### src/hw/iodr_pkg.sv
// constants for the inertial output data register set
// Notes on behaviour
// - rate x high word: signed, one count per step
// - rate x low word adds fractional bits
// - rate x low 0x04/05, high 0x06/07, read-only
// - rate y high word at 0x0A/0x0B, read-only
// - rate y low word at 0x08/0x09, read-only
// - rate z low 0x0C/0D, high 0x0E/0F, read-only
// - rate full scale 0x4E20, minus 0xB1E0
// - combined rate full scale 0x4E200000 / 0xB1E00000
// - acceleration is 32-bit pair of words
// - accel full scale 0x7D00, minus 0x8300
// - combined accel full scale 0x7D000000 / 0x83000000
// - accel x low word at 0x10/0x11, read-only
// - rate step depends on range variant
// - accel x high word at 0x12/0x13, read-only
`default_nettype none
package iodr_pkg;
  // -----------------------------------------------------------------
  // register byte addresses (word index is address bit 6..1)
  // -----------------------------------------------------------------
  localparam logic [6:0] ADDR_RATE_X_FRACTION = 7'h04;
  localparam logic [6:0] ADDR_RATE_X_INTEGER  = 7'h06;
  localparam logic [6:0] ADDR_RATE_Y_FRACTION = 7'h08;
  localparam logic [6:0] ADDR_RATE_Y_INTEGER  = 7'h0A;
  localparam logic [6:0] ADDR_RATE_Z_FRACTION = 7'h0C;
  localparam logic [6:0] ADDR_RATE_Z_INTEGER  = 7'h0E;
  localparam logic [6:0] ADDR_ACCEL_X_FRACTION = 7'h10;
  localparam logic [6:0] ADDR_ACCEL_X_INTEGER  = 7'h12;
  // -----------------------------------------------------------------
  // full-scale limits of the combined 32-bit words
  // -----------------------------------------------------------------
  localparam logic [31:0] RATE_POS_FULL  = 32'h4E200000;
  localparam logic [31:0] RATE_NEG_FULL  = 32'hB1E00000;
  localparam logic [31:0] ACCEL_POS_FULL = 32'h7D000000;
  localparam logic [31:0] ACCEL_NEG_FULL = 32'h83000000;
  // -----------------------------------------------------------------
  // rate step per high-word count, in micro degrees per second
  // -----------------------------------------------------------------
  localparam logic [31:0] RATE_STEP_RANGE0 = 32'h0000186A; // 6250
  localparam logic [31:0] RATE_STEP_RANGE1 = 32'h000061A8; // 25000
  localparam logic [31:0] RATE_STEP_RANGE2 = 32'h000186A0; // 100000
  // reset value of every data word
  localparam logic [31:0] DATA_RESET = 32'h00000000;
  localparam logic [15:0] UNMAPPED_READ = 16'h0000;
endpackage
`default_nettype wire

### src/hw/iodr_regs.sv
// read-only output data registers: rate x/y/z and accel x
`timescale 1ns/10ps
`default_nettype none
module iodr_regs #(
  parameter int unsigned RATE_RANGE = 0
) (
  input  wire logic        sys_clk_i,
  input  wire logic        reset_i,
  input  wire logic        sample_valid_i,
  input  wire logic [31:0] rate_x_sample_i,
  input  wire logic [31:0] rate_y_sample_i,
  input  wire logic [31:0] rate_z_sample_i,
  input  wire logic [31:0] accel_x_sample_i,
  input  wire logic        rd_en_i,
  input  wire logic [6:0]  rd_addr_i,
  output logic             rd_valid_o,
  output logic [15:0]      rd_data_o,
  output logic [31:0]      rate_step_o
);

  // -----------------------------------------------------------------
  // helpers
  // -----------------------------------------------------------------
  // saturate a signed 32-bit sample to the documented full scale
  function automatic logic [31:0] iodr_clamp(input logic [31:0] v,
                                             input logic [31:0] pos,
                                             input logic [31:0] neg);
    if ($signed(v) > $signed(pos))
      return pos;
    else if ($signed(v) < $signed(neg))
      return neg;
    else
      return v;
  endfunction

  logic [31:0] rate_x;
  logic [31:0] rate_y;
  logic [31:0] rate_z;
  logic [31:0] accel_x;
  logic [15:0] next_rd_data;

  // -----------------------------------------------------------------
  // sample capture
  // -----------------------------------------------------------------
  // one 32-bit register per axis, so high and low words are always
  // updated together from the same sample
  always_ff @(posedge sys_clk_i or posedge reset_i)
  begin
    if (reset_i)
    begin
      rate_x  <= iodr_pkg::DATA_RESET;
      rate_y  <= iodr_pkg::DATA_RESET;
      rate_z  <= iodr_pkg::DATA_RESET;
      accel_x <= iodr_pkg::DATA_RESET;
    end
    else if (sample_valid_i)
    begin
      rate_x  <= iodr_clamp(rate_x_sample_i, iodr_pkg::RATE_POS_FULL, iodr_pkg::RATE_NEG_FULL);
      rate_y  <= iodr_clamp(rate_y_sample_i, iodr_pkg::RATE_POS_FULL, iodr_pkg::RATE_NEG_FULL);
      rate_z  <= iodr_clamp(rate_z_sample_i, iodr_pkg::RATE_POS_FULL, iodr_pkg::RATE_NEG_FULL);
      accel_x <= iodr_clamp(accel_x_sample_i, iodr_pkg::ACCEL_POS_FULL,
                            iodr_pkg::ACCEL_NEG_FULL);
    end
  end

  // -----------------------------------------------------------------
  // read port
  // -----------------------------------------------------------------
  // both bytes of a word decode to the same register; writes do not exist
  always_comb
  begin
    unique case ({rd_addr_i[6:1], 1'b0})
      iodr_pkg::ADDR_RATE_X_FRACTION:  next_rd_data = rate_x[15:0];
      iodr_pkg::ADDR_RATE_X_INTEGER:   next_rd_data = rate_x[31:16];
      iodr_pkg::ADDR_RATE_Y_FRACTION:  next_rd_data = rate_y[15:0];
      iodr_pkg::ADDR_RATE_Y_INTEGER:   next_rd_data = rate_y[31:16];
      iodr_pkg::ADDR_RATE_Z_FRACTION:  next_rd_data = rate_z[15:0];
      iodr_pkg::ADDR_RATE_Z_INTEGER:   next_rd_data = rate_z[31:16];
      iodr_pkg::ADDR_ACCEL_X_FRACTION: next_rd_data = accel_x[15:0];
      iodr_pkg::ADDR_ACCEL_X_INTEGER:  next_rd_data = accel_x[31:16];
      default:                         next_rd_data = iodr_pkg::UNMAPPED_READ;
    endcase
  end

  always_ff @(posedge sys_clk_i or posedge reset_i)
  begin
    if (reset_i)
    begin
      rd_valid_o <= 1'b0;
      rd_data_o  <= iodr_pkg::UNMAPPED_READ;
    end
    else
    begin
      rd_valid_o <= rd_en_i;
      if (rd_en_i)
        rd_data_o <= next_rd_data;
    end
  end

  // -----------------------------------------------------------------
  // range variant
  // -----------------------------------------------------------------
  // fixed per build; software uses it to scale the integer words
  always_ff @(posedge sys_clk_i or posedge reset_i)
  begin
    if (reset_i)
      rate_step_o <= (RATE_RANGE == 2) ? iodr_pkg::RATE_STEP_RANGE2 :
                     (RATE_RANGE == 1) ? iodr_pkg::RATE_STEP_RANGE1 :
                                         iodr_pkg::RATE_STEP_RANGE0;
    else
      rate_step_o <= rate_step_o;
  end
endmodule
`default_nettype wire

### config.mk
export PLATFORM = sky130hd
export DESIGN_NAME = iodr_regs
export DESIGN_NICKNAME = d
export VERILOG_FILES = /design/src/hw/iodr_pkg.sv /design/src/hw/iodr_regs.sv
export SDC_FILE = /design/constraint.sdc
export NUM_CORES = 1
export LEC_CHECK = 0
export BUFFER_PORTS_ARGS = -buffer_cell sky130_fd_sc_hd__buf_4
export CAP_MARGIN = 20
export CORE_ASPECT_RATIO = 1.2
export CORE_UTILIZATION = 25
export CTS_CLUSTER_DIAMETER = 50
export CTS_CLUSTER_SIZE = 28
export DETAILED_ROUTE_END_ITERATION = 6
export GPL_ROUTABILITY_DRIVEN = 0
export PLACE_DENSITY = 0.44
export SLEW_MARGIN = 20
export SYNTH_ARGS = -nofsm -noshare
export SYNTH_HDL_FRONTEND = slang
export SYNTH_SLANG_ARGS = --single-unit
### constraint.sdc
create_clock -name sys_clk_i -period 11.09 [get_ports sys_clk_i]
set_clock_uncertainty 0.2 [all_clocks]
set_input_delay 0 -clock sys_clk_i [delete_from_list [all_inputs] [get_ports sys_clk_i]]
set_output_delay 0 -clock sys_clk_i [all_outputs]
set_load 0.02 [all_outputs]
==> results.toml <==
[yosys]
ys_types = 45
yosysSeqAreaShare_pct = 43.1
synth_top_flop_cell = "dfrtp_1"
yosys_warnings = 0
synthCells = 885
syn_avg_cell_area_um2 = 9.52
synth_edf_count = 0
synth_async_sr_flop_share_pct = 100
synth_seq_cells = 145
syn-cell-area_mm2 = 0.00842

[global_route]
grt_pass1_wl_um = 45000
grt_pass1_vias = 7681
grt-ovfl-total = 0
antenna_found_initial = 0
grt_use_total_pct = 17.1
grt_max_degree = 99

[job]
max_cap_viol_count = 0

[pwr]
intPower_mw = 1.04
p_sw_share_pct = 31.7
power_frac_comb_pct = 22.0
p_switching_mw = 0.483
ir_drop_mv = 0.0910
p_leak_nw = 5.29
clockPowerShare_pct = 38.4
seqPwrFrac_pct = 39.5
p_per_area_mw_per_mm2 = 126

[place]
place_inst = 1426
port-buffer-count = 154
hpwl_um = 19600

[sta]
tns_ns = 0
finalHoldWorstSlack_ns = 0.00438
slew_violations = 0
worst_pin_slew_ns = 1.01
period_needed_ns = 3.07
period_share_pct = 27.7
slew_headroom_pct = 32.4
hold_viol = 0
rsz0062_at_grt = "false"
fmax_mhz = 326
setup_violations = 0

[route]
drt_pre_antenna_iters = 6
drt-total-wl_um = 29200
drc = 0
viasPerCell = 4.73
drt.antenna.violating_nets = 0
vias = 7716
drt-wirelength-per-cell_um = 17.9
drt_iter0_drc = 487

[clock_network]
post_cts_resized = 0
clockBufferDepth = 2
clk_latency_ns = 0.44
clock-root-buffer = "clkbuf_16"
cts_num_sinks = 145
numCtsBuffers = 17
cts_htree_levels = 4
clk_pin_slew_ns = 0.07
cts_tree = "done"

[worst_setup_path]
cp_top_family = "buffers and inverters"
cp-end-kind = "register"
critPathKind = "primary input to register"
crit_top_cell = "dlygate4sd3_1"
cp_max_fo = 5
startpoint_type = "primary input"
max_stage_delay_ns = 0.62
worst-path-buf-inv = 4
crit_slowest_cell = "nor4_1"
required_ns = 11.26
cp_cell_sequence = "dlygate4sd3_1 > buf_4 > nor4_1 > and4_1 > a221oi_4 > dlygate4sd3_1 > o22ai_1 > dlygate4sd3_1"
arrival_ns = 3.24

[floorplanning]
start_util_pct = 25.4
core_area_mm2 = 0.0332
die_area_mm2 = 0.0344
fp-row-count = 73
die_w_um = 170
io_pins = 188
die_y_um = 203

[cells_and_area]
instances_no_fill = 1633
nets = 1313
final_util_pct = 36.6
drive_gt1_share_pct = 22.7
syn_to_final_growth_pct = 44.1
n_antenna_cell = 0

[run_status]
status = "finished, final reports clean"

[worst_hold_path]
min_path_type = "primary input to register"
==> cell usage after synthesis, types with 2 or more instances <==
library cell / number / area (um2)
nand3_1: 2 / 10.0
clkbuf_1: 46 / 173
a222oi_1: 5 / 50.1
a221oi_1: 11 / 96.3
a221oi_4: 3 / 78.8
mux4_2: 5 / 113
ha_1: 4 / 50.1
o32ai_1: 30 / 263
buf_4: 33 / 248
nor2_1: 20 / 75.1
a41oi_1: 3 / 26.3
o21ai_0: 65 / 325
nor4b_1: 4 / 35.0
buf_1: 3 / 11.3
nand4_1: 6 / 37.5
mux2i_1: 11 / 110
o22a_1: 20 / 175
o21ai_1: 7 / 35.0
and4_1: 9 / 78.8
and3b_1: 2 / 17.5
o211ai_2: 3 / 37.5
buf_2: 17 / 85.1
o221ai_1: 11 / 96.3
and3_1: 11 / 68.8
nand2b_1: 6 / 37.5
nor3_1: 4 / 20.0
o2bb2ai_1: 5 / 43.8
nand2_1: 137 / 514
inv_1: 129 / 484
a21oi_1: 11 / 55.1
nor4_1: 21 / 131
o22ai_1: 20 / 125
buf_6: 6 / 67.6
dfrtp_1: 145 / 3630
o32ai_2: 57 / 927
conb_1: 2 / 7.51
or4_1: 3 / 22.5
==> cells in the final DEF (no fill, tap or decap), types with 17 or more instances in the layout <==
cell type        n
o22ai_1         20
clkbuf_16       17
nand2_1        137
nor2_1          20
nor4_1          21
conb_1          32
inv_1          128
dfrtp_1        145
o22a_1          20
buf_4          165
o32ai_1         30
o32ai_2         57
dlygate4sd3_1  175
o21ai_0         65
==> worst register-to-register path, stage by stage (launching register included) <==
cell and delay, ns:
dfrtp_1 0.38, mux4_2 0.53, a222oi_1 0.48, o2bb2ai_1 0.10
==> metal layers <==
metal,up-vias,track usage [%],wire length [um]
met5,-,0,0
met4,0,4.18,421
met3,31,2.50,984
met2,201,28.4,14400
met1,3792,23.1,13300
li1,3692,-,-
==> metrics by stage <==
step                      total power [mW]  worst slack [ns]  instance area, um2
after detailed placement             0.891              8.58                9770
after global placement               0.889              8.59                9770
final                                 1.52              8.02               12100
after global routing                  1.60              7.88               12100
after floorplan                      0.790              7.00                8540
after CTS                             1.54              7.93               12100
==> logic make-up (layout without fill, tap and decap cells) <==
logic type	Yosys count	count (layout)	synth area share, %
compound gates	254	254	28.0
buf+inv	235	503	12.7
simple gates	229	229	12.8
flops	145	145	43.1
mux	16	16	2.64
fa+ha+maj	4	4	0.594
other cells	2	32	0.0891
==> worst paths after layout <==
| check | startpoint | end | slack [ns] | cells past startpoint |
|---|---|---|---|---|
| hold reg to reg | rate_z[21]$_DFFE_PP0P_ | rate_z[21]$_DFFE_PP0P_ | 0.29 | 1 |
| hold / removal | sample_valid_i | accel_x[5]$_DFFE_PP0P_ | 0.004 | 3 |
| max in group asynchronous | reset_i | accel_x[21]$_DFFE_PP0P_ | 9.32 | 4 |
| setup / recovery | rate_z_sample_i[28] | rate_z[29]$_DFFE_PP0P_ | 8.02 | 8 |
| min in group asynchronous | reset_i | rate_z[6]$_DFFE_PP0P_ | 0.11 | 3 |
| setup reg to reg | rate_z[31]$_DFFE_PP0P_ | rd_data_o[15]$_DFFE_PP0P_ | 9.26 | 3 |
==> sequential cells by signal (all words and copies together) (netlist names) <==
name and flops:
accel_x 32, rate_x 32, rate_y 32, rate_z 32, rd_data_o 16, rd_valid_o 1
==> power by group through the flow <==
stage                     Clock, mW  Combinational (mW)  Sequential (mW)
final                         0.586               0.336            0.603
after global routing          0.622               0.368            0.609
after CTS                     0.600               0.336            0.603
after detailed placement          0               0.277            0.613
after global placement            0               0.277            0.613
after floorplan                   0               0.184            0.606
==> repair_timing <==
action                    CTS  global route
hold buffers              175             0
setup buffers               0             0
hold endpoints to repair  242             0
==> area by class of cell <==
cell class	instances	area, um2
Multi-Input combinational cell	535	3840
Inverter	130	493
Tap cell	450	563
Clock inverter	15	186
Fill cell	3359	21000
Sequential cell	145	3630
Timing Repair Buffer	341	3000
Clock buffer	17	425
Note: power is estimated with default switching activity, not from simulation.
